<file path="src/core/drive_status_pkg.sv">
// Package: bit positions, telegram codes, reset values and carrier types of the status word packer
package drive_status_pkg;

	// ==================== Widths and reset values ====================
	localparam int              WORD_W     = 16;
	localparam int              TEL_W      = 8;
	localparam int              LIFE_W     = 4;
	localparam logic [15:0]     WORD_RESET = 16'h0000;
	localparam logic [3:0]      LIFE_RESET = 4'h0;
	localparam logic [3:0]      LIFE_STEP  = 4'h1;

	// ==================== Telegram numbers ====================
	localparam logic [7:0]      TEL_GEN1   = 8'h01;
	localparam logic [7:0]      TEL_GEN3   = 8'h03;
	localparam logic [7:0]      TEL_SPD102 = 8'h66;
	localparam logic [7:0]      TEL_SPD105 = 8'h69;
	localparam logic [7:0]      TEL_POS111 = 8'h6f;

	// ==================== Primary status word bits ====================
	localparam int              PSW_ON_READY    = 0;
	localparam int              PSW_READY_RUN   = 1;
	localparam int              PSW_RUN_EN      = 2;
	localparam int              PSW_FAULT       = 3;
	localparam int              PSW_NO_COAST    = 4;
	localparam int              PSW_NO_QUICK    = 5;
	localparam int              PSW_SW_INHIBIT  = 6;
	localparam int              PSW_ALARM       = 7;
	localparam int              PSW_TOL         = 8;
	localparam int              PSW_CTRL_REQ    = 9;
	localparam int              PSW_REACHED     = 10;
	localparam int              PSW_REF_SET     = 11;
	localparam int              PSW_TASK_ACK    = 12;
	localparam int              PSW_STANDSTILL  = 13;
	localparam int              PSW_TORQUE_CTRL = 14;

	// ==================== Secondary and auxiliary word bits ====================
	localparam int              SSW_RAMP_BYPASS = 4;
	localparam int              SSW_BRAKE_OPEN  = 5;
	localparam int              SSW_INTEG_INH   = 6;
	localparam int              SSW_FIXED_STOP  = 8;
	localparam int              SSW_LIFE_LSB    = 12;
	localparam int              AUX_INCHING     = 10;
	localparam int              AUX_HOMING      = 11;
	localparam int              AUX_DIRECT_SP   = 15;

	// ==================== Reserved bit masks per layout ====================
	localparam logic [15:0]     RSV_PRI_GENERAL = 16'hf800;
	localparam logic [15:0]     RSV_PRI_SPEED   = 16'hb800;
	localparam logic [15:0]     RSV_PRI_POS     = 16'hc000;
	localparam logic [15:0]     RSV_SEC_GENERAL = 16'h0eff;
	localparam logic [15:0]     RSV_SEC_SPEED   = 16'h0e8f;
	localparam logic [15:0]     RSV_AUX         = 16'h73ff;

	// ==================== Types ====================
	typedef enum logic [1:0] {LAYOUT_NONE, LAYOUT_GENERAL, LAYOUT_SPEED, LAYOUT_POS} layout_t;

	typedef enum logic [1:0] {ACK_IDLE, ACK_DROP, ACK_SET} ack_state_t;

	typedef struct packed {
		logic servo_ready;
		logic ready_to_run;
		logic run_enabled;
		logic fault;
		logic coast_stop_command;
		logic quick_stop_command;
		logic switch_on_inhibit;
		logic alarm;
		logic speed_in_tol;
		logic control_request;
		logic compare_reached;
		logic torque_ctrl;
		logic follow_err_in_tol;
		logic target_reached;
		logic ref_point_set;
		logic standstill;
		logic fixed_stop_active;
		logic ramp_bypassed;
		logic brake_released;
		logic integ_inhibited;
		logic inching_function;
		logic homing_active;
		logic direct_setpoint_input_mode;
	} drive_state_t;

	typedef struct packed {
		layout_t primary;
		layout_t secondary;
		logic    aux_en;
		logic    supported;
	} layout_sel_t;

endpackage

</file>
<file path="src/core/telegram_layout_decoder.sv">
// Decoder from telegram number to the word layouts it uses
`timescale 1ns/1ps
`default_nettype none
module telegram_layout_decoder (
	// Telegram selection
	input  wire logic [7:0]                   telegram,
	// Layout choice
	output var  drive_status_pkg::layout_sel_t sel
);
	import drive_status_pkg::*;

	// ==================== Layout table ====================
	// Unknown telegrams map to no layout so every word reads zero
	always_comb begin
		sel = '{primary: LAYOUT_NONE, secondary: LAYOUT_NONE, aux_en: 1'b0, supported: 1'b0};
		if (telegram == TEL_GEN1 || telegram == TEL_GEN3) begin
			sel = '{primary: LAYOUT_GENERAL, secondary: LAYOUT_GENERAL, aux_en: 1'b0, supported: 1'b1};
		end else if (telegram == TEL_SPD102 || telegram == TEL_SPD105) begin
			sel = '{primary: LAYOUT_SPEED, secondary: LAYOUT_SPEED, aux_en: 1'b0, supported: 1'b1};
		end else if (telegram == TEL_POS111) begin
			sel = '{primary: LAYOUT_POS, secondary: LAYOUT_GENERAL, aux_en: 1'b1, supported: 1'b1};
		end
	end

endmodule
`default_nettype wire

</file>
<file path="src/core/life_sign_counter.sv">
// Four-bit slave life sign counter, one step per transmitted cycle
`timescale 1ns/1ps
`default_nettype none
module life_sign_counter (
	// Clock and reset
	input  wire logic       clk,
	input  wire logic       reset_n,
	// Cycle strobe
	input  wire logic       step,
	// Count
	output logic [3:0]      count
);
	import drive_status_pkg::*;

	// ==================== Counter ====================
	// Wraps from 15 to 0 by plain 4-bit overflow
	always_ff @(posedge clk) begin
		if (!reset_n) begin
			count <= LIFE_RESET;
		end else if (step) begin
			count <= count + LIFE_STEP;
		end
	end

endmodule
`default_nettype wire

</file>
<file path="src/core/drive_status_word_packer.sv">
// Packer of the cyclic status words a servo drive returns to its fieldbus host
// Function
// - primary layout: speed for 102/105, positioning 111
// - secondary general for 1/3/111, extended 102/105
// - primary bits 0,1,2,9: ready, run, enable, request
// - primary bits 3,6,7: fault, inhibit, alarm
// - bits 4,5 set when stop commands inactive
// - speed bit 8: speed deviation within tolerance
// - speed bit 10: compare threshold reached
// - speed bit 14: torque control active
// - positioning bit 8: following error within tolerance
// - positioning bit 10: target position reached
// - positioning bit 11: reference point established
// - positioning bit 12 rises on task acceptance
// - positioning bit 13: drive at standstill
// - secondary bit 8: fixed stop travel active
// - secondary bits 15:12 carry slave life sign
// - extended secondary bit 4: ramp generator bypassed
// - extended bits 5,6: brake released, integrator inhibited
// - auxiliary bit 10: inching function active
// - auxiliary bit 11: homing active
// - auxiliary bit 15 follows direct setpoint mode
`timescale 1ns/1ps
`default_nettype none
module drive_status_word_packer (
	// Clock and reset
	input  wire logic                          CLK_SYS,
	input  wire logic                          RESET_N,
	// Telegram selection
	input  wire logic [7:0]                    TELEGRAM,
	// Communication cycle strobe
	input  wire logic                          CYCLE_TICK,
	// Drive state
	input  wire drive_status_pkg::drive_state_t DRIVE_STATE,
	// Positioning task handshake
	input  wire logic                          TASK_ACTIVATE,
	input  wire logic                          TASK_ACCEPTED,
	// Status words
	output logic [15:0]                        PRIMARY_STATUS_WORD,
	output logic [15:0]                        SECONDARY_STATUS_WORD,
	output logic [15:0]                        POSITIONING_AUX_STATUS_WORD,
	output logic                               STATUS_VALID,
	output logic                               TELEGRAM_UNSUPPORTED
);
	import drive_status_pkg::*;

	layout_sel_t  sel;
	layout_sel_t  sent_sel;
	logic [3:0]   life;
	ack_state_t   ack_state;
	ack_state_t   next_ack_state;
	logic         ack_bit;
	logic [15:0]  next_primary;
	logic [15:0]  next_secondary;
	logic [15:0]  next_aux;

	// ==================== Submodules ====================
	telegram_layout_decoder u_decoder (
		.telegram (TELEGRAM),
		.sel      (sel)
	);

	// Life sign steps only on cycles that actually send a word
	life_sign_counter u_life (
		.clk     (CLK_SYS),
		.reset_n (RESET_N),
		.step    (CYCLE_TICK),
		.count   (life)
	);

	// ==================== Task acknowledge handshake ====================
	// Bit 12 rises when a task is taken and falls when the host drops its
	// activate request. A task taken while the bit is still high first sends
	// one cycle with the bit low, so the host always sees a fresh rising edge.
	always_comb begin
		next_ack_state = ack_state;
		case (ack_state)
			ACK_IDLE: begin
				if (TASK_ACCEPTED) begin
					next_ack_state = ACK_SET;
				end
			end
			ACK_SET: begin
				if (TASK_ACCEPTED) begin
					next_ack_state = ACK_DROP;
				end else if (!TASK_ACTIVATE) begin
					next_ack_state = ACK_IDLE;
				end
			end
			ACK_DROP: begin
				if (CYCLE_TICK) begin
					next_ack_state = ACK_SET;
				end
			end
			default: begin
				next_ack_state = ACK_IDLE;
			end
		endcase
		if (sel.primary != LAYOUT_POS) begin
			next_ack_state = ACK_IDLE;
		end
	end

	always_ff @(posedge CLK_SYS) begin
		if (!RESET_N) begin
			ack_state <= ACK_IDLE;
		end else begin
			ack_state <= next_ack_state;
		end
	end

	assign ack_bit = (ack_state == ACK_SET);

	// ==================== Primary word assembly ====================
	// Reserved bits stay at zero because the word starts from zero
	always_comb begin
		next_primary = WORD_RESET;
		if (sel.primary != LAYOUT_NONE) begin
			next_primary[PSW_ON_READY]   = DRIVE_STATE.servo_ready;
			next_primary[PSW_READY_RUN]  = DRIVE_STATE.ready_to_run;
			next_primary[PSW_RUN_EN]     = DRIVE_STATE.run_enabled;
			next_primary[PSW_CTRL_REQ]   = DRIVE_STATE.control_request;
			next_primary[PSW_FAULT]      = DRIVE_STATE.fault;
			next_primary[PSW_SW_INHIBIT] = DRIVE_STATE.switch_on_inhibit;
			next_primary[PSW_ALARM]      = DRIVE_STATE.alarm;
			next_primary[PSW_NO_COAST]   = !DRIVE_STATE.coast_stop_command;
			next_primary[PSW_NO_QUICK]   = !DRIVE_STATE.quick_stop_command;
		end
		if (sel.primary == LAYOUT_GENERAL || sel.primary == LAYOUT_SPEED) begin
			next_primary[PSW_TOL]     = DRIVE_STATE.speed_in_tol;
			next_primary[PSW_REACHED] = DRIVE_STATE.compare_reached;
		end
		if (sel.primary == LAYOUT_SPEED) begin
			next_primary[PSW_TORQUE_CTRL] = DRIVE_STATE.torque_ctrl;
		end
		if (sel.primary == LAYOUT_POS) begin
			next_primary[PSW_TOL]        = DRIVE_STATE.follow_err_in_tol;
			next_primary[PSW_REACHED]    = DRIVE_STATE.target_reached;
			next_primary[PSW_REF_SET]    = DRIVE_STATE.ref_point_set;
			next_primary[PSW_TASK_ACK]   = ack_bit;
			next_primary[PSW_STANDSTILL] = DRIVE_STATE.standstill;
		end
	end

	// ==================== Secondary and auxiliary word assembly ====================
	always_comb begin
		next_secondary = WORD_RESET;
		next_aux       = WORD_RESET;
		if (sel.secondary != LAYOUT_NONE) begin
			next_secondary[SSW_FIXED_STOP] = DRIVE_STATE.fixed_stop_active;
			next_secondary[SSW_LIFE_LSB +: LIFE_W] = life;
		end
		if (sel.secondary == LAYOUT_SPEED) begin
			next_secondary[SSW_RAMP_BYPASS] = DRIVE_STATE.ramp_bypassed;
			next_secondary[SSW_BRAKE_OPEN]  = DRIVE_STATE.brake_released;
			next_secondary[SSW_INTEG_INH]   = DRIVE_STATE.integ_inhibited;
		end
		if (sel.aux_en) begin
			next_aux[AUX_INCHING]   = DRIVE_STATE.inching_function;
			next_aux[AUX_HOMING]    = DRIVE_STATE.homing_active;
			next_aux[AUX_DIRECT_SP] = DRIVE_STATE.direct_setpoint_input_mode;
		end
	end

	// ==================== Transmit registers ====================
	// Words are snapshots taken on the cycle strobe, so the host sees a
	// coherent set even while the drive state changes between cycles.
	always_ff @(posedge CLK_SYS) begin
		if (!RESET_N) begin
			PRIMARY_STATUS_WORD         <= WORD_RESET;
			SECONDARY_STATUS_WORD       <= WORD_RESET;
			POSITIONING_AUX_STATUS_WORD <= WORD_RESET;
			sent_sel                    <= '{primary: LAYOUT_NONE, secondary: LAYOUT_NONE,
			                                 aux_en: 1'b0, supported: 1'b0};
		end else if (CYCLE_TICK) begin
			PRIMARY_STATUS_WORD         <= next_primary;
			SECONDARY_STATUS_WORD       <= next_secondary;
			POSITIONING_AUX_STATUS_WORD <= next_aux;
			sent_sel                    <= sel;
		end
	end

	// Valid pulse follows the strobe; the telegram flag is registered on every clock
	always_ff @(posedge CLK_SYS) begin
		if (!RESET_N) begin
			STATUS_VALID         <= 1'b0;
			TELEGRAM_UNSUPPORTED <= 1'b0;
		end else begin
			STATUS_VALID         <= CYCLE_TICK;
			TELEGRAM_UNSUPPORTED <= !sel.supported;
		end
	end

	// ==================== Assertions ====================
	property p_control_bits;
		@(posedge CLK_SYS) disable iff (!RESET_N)
		(CYCLE_TICK && sel.supported) |=>
			PRIMARY_STATUS_WORD[PSW_ON_READY] == $past(DRIVE_STATE.servo_ready) &&
			PRIMARY_STATUS_WORD[PSW_READY_RUN] == $past(DRIVE_STATE.ready_to_run) &&
			PRIMARY_STATUS_WORD[PSW_RUN_EN] == $past(DRIVE_STATE.run_enabled) &&
			PRIMARY_STATUS_WORD[PSW_CTRL_REQ] == $past(DRIVE_STATE.control_request);
	endproperty
	a_control_bits: assert property (p_control_bits) else $error("Ready or request bit wrong");

	property p_fault_bits;
		@(posedge CLK_SYS) disable iff (!RESET_N)
		(CYCLE_TICK && sel.supported) |=>
			PRIMARY_STATUS_WORD[PSW_FAULT] == $past(DRIVE_STATE.fault) &&
			PRIMARY_STATUS_WORD[PSW_SW_INHIBIT] == $past(DRIVE_STATE.switch_on_inhibit) &&
			PRIMARY_STATUS_WORD[PSW_ALARM] == $past(DRIVE_STATE.alarm);
	endproperty
	a_fault_bits: assert property (p_fault_bits) else $error("Fault or alarm bit wrong");

	property p_stop_bits;
		@(posedge CLK_SYS) disable iff (!RESET_N)
		(CYCLE_TICK && sel.supported) |=>
			PRIMARY_STATUS_WORD[PSW_NO_COAST] != $past(DRIVE_STATE.coast_stop_command) &&
			PRIMARY_STATUS_WORD[PSW_NO_QUICK] != $past(DRIVE_STATE.quick_stop_command);
	endproperty
	a_stop_bits: assert property (p_stop_bits) else $error("Stop bits not inverted");

	property p_speed_layout;
		@(posedge CLK_SYS) disable iff (!RESET_N)
		(CYCLE_TICK && sel.primary == LAYOUT_SPEED) |=>
			PRIMARY_STATUS_WORD[PSW_TOL] == $past(DRIVE_STATE.speed_in_tol) &&
			PRIMARY_STATUS_WORD[PSW_REACHED] == $past(DRIVE_STATE.compare_reached) &&
			PRIMARY_STATUS_WORD[PSW_TORQUE_CTRL] == $past(DRIVE_STATE.torque_ctrl);
	endproperty
	a_speed_layout: assert property (p_speed_layout) else $error("Speed layout bits wrong");

	property p_pos_layout;
		@(posedge CLK_SYS) disable iff (!RESET_N)
		(CYCLE_TICK && sel.primary == LAYOUT_POS) |=>
			PRIMARY_STATUS_WORD[PSW_TOL] == $past(DRIVE_STATE.follow_err_in_tol) &&
			PRIMARY_STATUS_WORD[PSW_REACHED] == $past(DRIVE_STATE.target_reached) &&
			PRIMARY_STATUS_WORD[PSW_REF_SET] == $past(DRIVE_STATE.ref_point_set) &&
			PRIMARY_STATUS_WORD[PSW_STANDSTILL] == $past(DRIVE_STATE.standstill);
	endproperty
	a_pos_layout: assert property (p_pos_layout) else $error("Positioning layout bits wrong");

	property p_task_ack;
		@(posedge CLK_SYS) disable iff (!RESET_N)
		(CYCLE_TICK && ack_state == ACK_DROP && sel.primary == LAYOUT_POS) |=>
			!PRIMARY_STATUS_WORD[PSW_TASK_ACK] ##0 (ack_state == ACK_SET || sel.primary != LAYOUT_POS);
	endproperty
	a_task_ack: assert property (p_task_ack) else $error("Task acknowledge edge not forced");

	property p_life_sign;
		@(posedge CLK_SYS) disable iff (!RESET_N)
		(CYCLE_TICK && sel.secondary != LAYOUT_NONE) |=>
			SECONDARY_STATUS_WORD[15:12] == $past(life) && life == 4'($past(life) + LIFE_STEP);
	endproperty
	a_life_sign: assert property (p_life_sign) else $error("Life sign not placed or stepped");

	property p_secondary_bits;
		@(posedge CLK_SYS) disable iff (!RESET_N)
		(CYCLE_TICK && sel.secondary == LAYOUT_SPEED) |=>
			SECONDARY_STATUS_WORD[SSW_FIXED_STOP] == $past(DRIVE_STATE.fixed_stop_active) &&
			SECONDARY_STATUS_WORD[SSW_RAMP_BYPASS] == $past(DRIVE_STATE.ramp_bypassed) &&
			SECONDARY_STATUS_WORD[SSW_BRAKE_OPEN] == $past(DRIVE_STATE.brake_released) &&
			SECONDARY_STATUS_WORD[SSW_INTEG_INH] == $past(DRIVE_STATE.integ_inhibited);
	endproperty
	a_secondary_bits: assert property (p_secondary_bits) else $error("Extended secondary bits wrong");

	property p_aux_bits;
		@(posedge CLK_SYS) disable iff (!RESET_N)
		(CYCLE_TICK && sel.aux_en) |=>
			POSITIONING_AUX_STATUS_WORD[AUX_INCHING] == $past(DRIVE_STATE.inching_function) &&
			POSITIONING_AUX_STATUS_WORD[AUX_HOMING] == $past(DRIVE_STATE.homing_active) &&
			POSITIONING_AUX_STATUS_WORD[AUX_DIRECT_SP] == $past(DRIVE_STATE.direct_setpoint_input_mode);
	endproperty
	a_aux_bits: assert property (p_aux_bits) else $error("Auxiliary word bits wrong");

	property p_reserved_zero;
		@(posedge CLK_SYS) disable iff (!RESET_N)
		STATUS_VALID |->
			(sent_sel.primary != LAYOUT_GENERAL || (PRIMARY_STATUS_WORD & RSV_PRI_GENERAL) == WORD_RESET) &&
			(sent_sel.primary != LAYOUT_SPEED || (PRIMARY_STATUS_WORD & RSV_PRI_SPEED) == WORD_RESET) &&
			(sent_sel.primary != LAYOUT_POS || (PRIMARY_STATUS_WORD & RSV_PRI_POS) == WORD_RESET) &&
			(sent_sel.secondary != LAYOUT_GENERAL || (SECONDARY_STATUS_WORD & RSV_SEC_GENERAL) == WORD_RESET) &&
			(sent_sel.secondary != LAYOUT_SPEED || (SECONDARY_STATUS_WORD & RSV_SEC_SPEED) == WORD_RESET) &&
			(POSITIONING_AUX_STATUS_WORD & RSV_AUX) == WORD_RESET;
	endproperty
	a_reserved_zero: assert property (p_reserved_zero) else $error("Reserved bit set");

	property p_layout_select;
		@(posedge CLK_SYS) disable iff (!RESET_N)
		(CYCLE_TICK && TELEGRAM == TEL_POS111) |=>
			sent_sel.primary == LAYOUT_POS && sent_sel.secondary == LAYOUT_GENERAL && STATUS_VALID;
	endproperty
	a_layout_select: assert property (p_layout_select) else $error("Telegram 111 layout wrong");

	property p_general_secondary;
		@(posedge CLK_SYS) disable iff (!RESET_N)
		(CYCLE_TICK && sel.secondary == LAYOUT_GENERAL) |=>
			SECONDARY_STATUS_WORD[SSW_FIXED_STOP] == $past(DRIVE_STATE.fixed_stop_active);
	endproperty
	a_general_secondary: assert property (p_general_secondary) else $error("General secondary bit wrong");

	// A refused telegram must not leak any drive state to the host
	property p_unsupported_zero;
		@(posedge CLK_SYS) disable iff (!RESET_N)
		(CYCLE_TICK && !sel.supported) |=>
			PRIMARY_STATUS_WORD == WORD_RESET && SECONDARY_STATUS_WORD == WORD_RESET &&
			POSITIONING_AUX_STATUS_WORD == WORD_RESET && TELEGRAM_UNSUPPORTED;
	endproperty
	a_unsupported_zero: assert property (p_unsupported_zero) else $error("Unsupported telegram word not zero");

	// Without a strobe the host must keep reading the last coherent set
	property p_words_hold;
		@(posedge CLK_SYS) disable iff (!RESET_N)
		!CYCLE_TICK |=>
			$stable(PRIMARY_STATUS_WORD) && $stable(SECONDARY_STATUS_WORD) &&
			$stable(POSITIONING_AUX_STATUS_WORD) && !STATUS_VALID;
	endproperty
	a_words_hold: assert property (p_words_hold) else $error("Words changed without a cycle strobe");

	property p_valid_pulse;
		@(posedge CLK_SYS) disable iff (!RESET_N)
		CYCLE_TICK |=> STATUS_VALID;
	endproperty
	a_valid_pulse: assert property (p_valid_pulse) else $error("Valid pulse missing after strobe");

	property p_ack_rise;
		@(posedge CLK_SYS) disable iff (!RESET_N)
		(ack_state == ACK_IDLE && TASK_ACCEPTED && sel.primary == LAYOUT_POS) |=> ack_state == ACK_SET;
	endproperty
	a_ack_rise: assert property (p_ack_rise) else $error("Accepted task not acknowledged");

	property p_ack_release;
		@(posedge CLK_SYS) disable iff (!RESET_N)
		(ack_state == ACK_SET && !TASK_ACCEPTED && !TASK_ACTIVATE) |=> ack_state == ACK_IDLE;
	endproperty
	a_ack_release: assert property (p_ack_release) else $error("Task acknowledge not released");

	// Main scenarios reached
	c_speed_word: cover property (@(posedge CLK_SYS) disable iff (!RESET_N)
		CYCLE_TICK && sel.primary == LAYOUT_SPEED);
	c_task_ack: cover property (@(posedge CLK_SYS) disable iff (!RESET_N)
		CYCLE_TICK && ack_state == ACK_DROP);
	c_life_wrap: cover property (@(posedge CLK_SYS) disable iff (!RESET_N)
		CYCLE_TICK && life == 4'hf);
	c_unsupported: cover property (@(posedge CLK_SYS) disable iff (!RESET_N)
		CYCLE_TICK && !sel.supported);

endmodule
`default_nettype wire

</file>
<file path="config.mk">
export PLATFORM = sky130hd
export DESIGN_NAME = drive_status_word_packer
export DESIGN_NICKNAME = d
export VERILOG_FILES = /design/src/core/drive_status_pkg.sv /design/src/core/telegram_layout_decoder.sv /design/src/core/life_sign_counter.sv /design/src/core/drive_status_word_packer.sv
export SDC_FILE = /design/constraint.sdc
export NUM_CORES = 1
export LEC_CHECK = 0
export BUFFER_PORTS_ARGS = -buffer_cell sky130_fd_sc_hd__buf_2
export CORE_MARGIN = 4
export CORE_UTILIZATION = 30
export CTS_CLUSTER_DIAMETER = 80
export DETAILED_ROUTE_END_ITERATION = 10
export GPL_ROUTABILITY_DRIVEN = 0
export PLACE_DENSITY = 0.59
export SYNTH_ARGS = -nofsm -noshare
export SYNTH_HDL_FRONTEND = slang
export SYNTH_SLANG_ARGS = --single-unit
</file>
<file path="constraint.sdc">
create_clock -name CLK_SYS -period 2.1 [get_ports CLK_SYS]
set_clock_uncertainty 0.1 [all_clocks]
set_input_delay 0.315 -clock CLK_SYS [delete_from_list [all_inputs] [get_ports CLK_SYS]]
set_output_delay 0.315 -clock CLK_SYS [all_outputs]
set_load 0.02 [all_outputs]
</file>
# Word-level counts from Yosys, hierarchy flattened
# Cells that the tools add are included.
[word_totals]
regBits = 34
output_inout_bits = 50
word_cells = 55
[classes]
n_addsub = 1
eq_ne = 15
n_mux = 20
n_bitwise = 1
reduce_logical = 11
[op_table]
columns = ["operator", "n"]
rows = [
  ["8-bit by 7-bit equality test with 1-bit output, second input constant", 3],
  ["6-bit two-way mux", 3],
  ["2-bit two-way mux", 5],
  ["2-bit equality test, second input constant", 4],
  ["8-bit by 1-bit equality test with 1-bit output, second input constant", 1],
  ["8-bit by 2-bit equality test with 1-bit output, second input constant", 1],
  ["4-bit two-way mux", 2],
  ["8-bit two-way mux", 1],
  ["1-bit two-way mux", 7],
  ["2-bit != test, second input constant", 3],
  ["2-bit one-hot mux with 3 select lines", 1],
  ["4-bit by 1-bit adder with 4-bit output, second input constant", 1],
  ["2-bit by 1-bit equality test with 1-bit output, second input constant", 2],
  ["2-bit nonzero test", 2],
  ["1-bit zero test", 3],
  ["1-bit logical OR", 3],
  ["3-bit two-way mux", 1],
  ["3-bit != test, second input constant", 1],
  ["3-bit AND reduction", 1],
  ["2-bit zero test", 1],
  ["2-bit OR reduction", 1],
  ["1-bit NOT", 1],
]

# Longest topological paths before layout
[depth]
depth_word = 8
ltp_mapped = 9
ltp_nobuf = 8

# Hierarchy
# A second synthesis with hierarchy kept.
[unflattened]
hier_cells = 194
area_unflattened_um2 = 1722.9
[modules_own_cells]
columns = ["mod", "instances", "cells_per_inst", "area_per_inst_um2", "seq_area_each_um2"]
rows = [
  ["drive_status_word_packer", 1, 159, 1421.4, 600.6],
  ["life_sign_counter", 1, 16, 176.4, 80.1],
  ["telegram_layout_decoder", 1, 19, 125.1, 0.0],
]

# Least setup slack after synthesis
# Ideal clock, no wire load.
[synth_timing]
path_type = "input -> register"
from = "input port TELEGRAM[2]"
to = "register PRIMARY_STATUS_WORD[10]"
setup_time_ps = 86
t_arrival_ps = 1571
required_ps = 1914
setup_slack_ps = 344
path_stages = 8
path_buffers = 1
cell_sequence = "and4bb_1 a31oi_2 nor2_1 ha_1 clkbuf_1 nor3b_1 a21oi_1 a211oi_1"
[synth_via]
elab_chain_cells = 8
elab_cells_between_ends = 16
[synth_rtl]
columns = ["element", "line", "rtl"]
rows = [
  ["from (decl)", "drive_status_word_packer.sv:30", "input wire logic [7:0] TELEGRAM,"],
  ["8-bit by 7-bit equality test with 1-bit output (on tied branches)", "telegram_layout_decoder.sv:20, telegram_layout_decoder.sv:18", ""],
  ["6-bit two-way mux or 1-bit logical OR (tied branches)", "telegram_layout_decoder.sv:20, telegram_layout_decoder.sv:18", ""],
  ["6-bit two-way mux", "telegram_layout_decoder.sv:18", "end else if (telegram == TEL_SPD102 || telegram == TEL_SPD105) begin"],
  ["6-bit two-way mux *", "telegram_layout_decoder.sv:16", "if (telegram == TEL_GEN1 || telegram == TEL_GEN3) begin"],
  ["2-bit by 1-bit equality test with 1-bit output or 2-bit equality test (tied branches)", "drive_status_word_packer.sv:129", "if (sel.primary == LAYOUT_GENERAL || sel.primary == LAYOUT_SPEED) begin"],
  ["1-bit logical OR", "drive_status_word_packer.sv:129", ""],
  ["1-bit two-way mux", "drive_status_word_packer.sv:129", ""],
  ["4-bit two-way mux *", "drive_status_word_packer.sv:136", "if (sel.primary == LAYOUT_POS) begin"],
  ["to (signal assigned)", "drive_status_word_packer.sv:176", "PRIMARY_STATUS_WORD <= next_primary;"],
  ["to (decl)", "drive_status_word_packer.sv:39", "output logic [15:0] PRIMARY_STATUS_WORD,"],
]
# Every way passes the cells marked *; elsewhere a longest branch is shown, timed or not.
# A chain may end at the register's enable or synchronous reset.

# Worst setup path in the final report
[layout_timing]
from = "input port TELEGRAM[2]"
to = "register PRIMARY_STATUS_WORD[0]"
[layout_via]
elab_chain_cells = 6
elab_cells_between_ends = 12
[layout_rtl]
columns = ["element", "line", "rtl"]
rows = [
  ["8-bit by 7-bit equality test with 1-bit output (on tied branches)", "telegram_layout_decoder.sv:20, telegram_layout_decoder.sv:18", ""],
  ["6-bit two-way mux or 1-bit logical OR (tied branches)", "telegram_layout_decoder.sv:20, telegram_layout_decoder.sv:18", ""],
  ["6-bit two-way mux", "telegram_layout_decoder.sv:18", ""],
  ["6-bit two-way mux *", "telegram_layout_decoder.sv:16", ""],
  ["2-bit nonzero test *", "drive_status_word_packer.sv:118", "if (sel.primary != LAYOUT_NONE) begin"],
  ["8-bit two-way mux *", "drive_status_word_packer.sv:118", ""],
]
# Marks and branches as above.

==> metrics.sh <==
CRITPATHCAPTURE='PRIMARY_STATUS_WORD[0]'
CTS_ROOT_BUF='sky130_fd_sc_hd__clkbuf_8'
POST_CTS_BUFFERS=0
DP_WORST_SETUP_SLACK_PS=36.9
LAYOUT_COMMON_CELLS='sky130_fd_sc_hd__buf_2 (63), sky130_fd_sc_hd__dfxtp_1 (34), sky130_fd_sc_hd__nor2_1 (27)'
DETAIL-ROUTE-ANTENNA-NETS=0
YS_DOMINANT_REG_CELL='sky130_fd_sc_hd__dfxtp_1'
HTREE_LEVELS=2
MAX_FREQ_GHz=0.557
PERIOD_MINUS_SLACK_PS=1790
START_UTIL_PCT=31.3
ROW_COUNT=26
FRACTION_OF_LAYOUT_CELLS_WITH_A_SIZE_SUFFIX_ABOVE_1_PCT=30.0
TOTAL_LEAKAGE_POWER_nW=0.949
LAYOUT-AREA-OVERHEAD-VS-SYNTH_PCT=24.1
VIAS=1391
GRT_OVERFLOW=0
DIEAREA_MM2=0.00660
P_PER_AREA_mW_PER_MM2=638
HOLDWS_PS=163
CRITICAL_PATH_BUFFERS_AND_INVERTERS=2
FLOORPLAN.CORE_AREA_MM2=0.00514
SYNTH-EDFF-COUNT=0
FIN_TNS_SETUP_PS=0
CTSHOLDBUFFERS=0
WORSTSETUPPATHDEPTH=9
YOSYS_REGISTER_BITS=34
CTS.PATH.MAX_BUFFERS=2
CRIT_PATH_MAX_INCR_DELAY_PS=390
SYNTH-ASYNC-RESET-RATIO_PCT=0
CP_CAPTURE_TYPE='flop'
SYNTH_SEQUENTIAL_AREA_RATIO_PCT=42.3
CRIT_SLOWEST_CELL='sky130_fd_sc_hd__nor2b_1'
CRITICAL_PATH_SOURCE_TYPE='input pin'
CRITICAL_PATH_ARRIVAL_PS=1910
FINALWORSTSETUPSLACK_PS=306
RR_STARTPOINT='u_life.count[0]'
SYN_AREA_PER_CELL_UM2=8.75
HOLD_VIOLATIONS=0
WORST-ENDPOINT-REQUIRED_PS=2210
WORSTREG2REGEND='u_life.count[1]'
FILLERS=562
FINAL-MAX-SLEW-VIOLATION-COUNT=0
WORST_PATH_CLASS_SETUP='in2reg'
VDD_DROP_MAX_mV=0.261
PATH_COMMON_CELL='sky130_fd_sc_hd__nor2_1'
TRITONCTS='built'
DRC=0
RUN_STATUS='finished clean'
INITIAL_ANTENNA_VIOLATION_COUNT=0
INSERTEDDIODECOUNT=0
IO_BUFFERS=63
DIE_Y_UM=81.3
FINALSETUPVIOLCOUNT=0
HPWL_AFTER_DETAILED_PLACEMENT_UM=2810
GRT_USAGE_PCT=11.3
GRT_MAX_DEGREE=23
GRT_PASS1_WL_UM=5830
SYNTHDISTINCTLIBCELLS=34
FIN_NETS=288
CP_TOP_FAMILY='simple AND/OR/NAND/NOR gates'
RR_WORST_DEPTH=3
SYNTHESIS.AREA_MM2=0.00161
HOLD_PATH.CLASS='in2reg'
YOSYSWARNINGCOUNT=0
DETAILEDROUTE.FIRSTITERATIONVIOLATIONS=32
NUMBER_OF_GLOBAL_ROUTE_VIAS_BEFORE_REPAIR=1258
CLK_LATENCY_PS=280
FIRST_PASS_ITERS=4
SYNTHESIS.INSTANCES=184
CTS_RESIZED=0
WORSTPATHCELLLIST='buf_2, and4bb_1, a31oi_2, nor2_1, inv_1, ha_1, nor2b_1, a21oi_1, nor2_1'
CLOCK-SINKS=34
MOSTFREQUENTLAYOUTCELL='sky130_fd_sc_hd__buf_2'
BOUNDARYPINS=86
CLK_PIN_SLEW_WORST_PATHS_PS=60
CRIT_PATH_MAX_FANOUT=6
POST-ROUTE-PERIOD-UTIL_PCT=85.4
ROUTE.FINAL.WIRE_LENGTH_UM=3680
UNREPAIRED_SETUP_ENDPOINTS_AFTER_GLOBAL_ROUTING='false'
CRIT_START='TELEGRAM[2]'
MAXCAPVIOLCOUNT=0
WIRE_PER_INST_UM=11.6
VIAS_PER_CELL=4.39
RRSETUPSLACK_PS=1050
TRITONCTS.NUM_BUFFERS=5
DIE_WIDTH_UM=81.3
==> worst reg2reg max path: cells and delay by family (launching register included) <==
| kind | cells | cell delay, ps |
|---|---|---|
| flops | 1 | 400 |
| simple gates | 1 | 50 |
| fa+ha+maj | 1 | 260 |
| mux | 1 | 130 |
==> cells by family after synthesis <==
logic type      synth area share (%)
simple gates                    23.0
buf+inv                         13.8
compound gates                  14.2
flops                           42.3
fa+ha+maj                       3.11
xor+xnor                        2.18
mux                             1.24
other cells                    0.233
==> Yosys cell counts (3+ instances only) <==
cell type                  number  share of area (%)
sky130_fd_sc_hd__a21oi_1       17                5.3
sky130_fd_sc_hd__dfxtp_1       34                 42
sky130_fd_sc_hd__nand2b_1       5                1.9
sky130_fd_sc_hd__nor2_1        27                6.3
sky130_fd_sc_hd__nand2_1        4               0.93
sky130_fd_sc_hd__buf_2          3               0.93
sky130_fd_sc_hd__inv_1          6                1.4
sky130_fd_sc_hd__buf_4         22                 10
sky130_fd_sc_hd__a32o_1         5                3.1
sky130_fd_sc_hd__nand3_1        4                1.2
sky130_fd_sc_hd__and2_1         3                1.2
sky130_fd_sc_hd__clkbuf_1       5                1.2
sky130_fd_sc_hd__nor2b_1       15                5.8
sky130_fd_sc_hd__ha_1           4                3.1
==> power breakdown <==
| group | total, W | switching [W] | internal, W |
|---|---|---|---|
| registers | 0.000661 | 0.00000645 | 0.000654 |
| clock network | 0.000468 | 0.000215 | 0.000253 |
| logic | 0.000146 | 0.0000964 | 0.0000499 |
| total | 0.00127 | 0.000318 | 0.000957 |
==> layout make-up <==
type	instances	area [um^2]	area share, %
inverter	6	22.5	1.13
sequential	34	681	34.1
timing repair buffer	66	338	16.9
clock buffer	6	82.6	4.13
tap	70	87.6	4.38
multi-input combinational	135	787	39.4
==> worst min-delay path by stage <==
stage	from	cells past startpoint	slack (ps)	to
finish	DRIVE_STATE[19]	3	160	PRIMARY_STATUS_WORD[3]
global route	DRIVE_STATE[20]	3	170	PRIMARY_STATUS_WORD[2]
CTS	DRIVE_STATE[3]	3	160	SECONDARY_STATUS_WORD[6]
detailed placement	SECONDARY_STATUS_WORD[12]	1	350	SECONDARY_STATUS_WORD[12]
global placement	SECONDARY_STATUS_WORD[8]	1	350	SECONDARY_STATUS_WORD[8]
floorplan	RESET_N	1	340	PRIMARY_STATUS_WORD[4]
==> state kept, by name, indices dropped and copies added, names as in the netlist <==
signal                       cells
TELEGRAM_UNSUPPORTED             1
SECONDARY_STATUS_WORD            8
PRIMARY_STATUS_WORD             15
STATUS_VALID                     1
u_life.count                     4
POSITIONING_AUX_STATUS_WORD      3
ack_state                        2
==> stage by stage <==
stage | std cells | power (W) | cell area (um^2) | util (%)
detailed placement | 311 | 0.000821 | 1920 | 37.3
global placement | 311 | 0.000821 | 1920 | 37.3
floorplan | 205 | 0.000795 | 1690 | -
global route | 317 | 0.00134 | 2000 | 38.9
finish | 317 | 0.00127 | 2000 | 38.9
CTS | 317 | 0.00130 | 2000 | 38.9
==> per-layer routing <==
layer	vias to the layer above	share of wire, %	GRT usage [%]
li1	705	-	-
met3	2	10	4.32
met5	-	0	0
met4	0	0.41	3.55
met1	632	44	13.7
met2	52	45	18.3
Power figures use the tool's default switching activity.
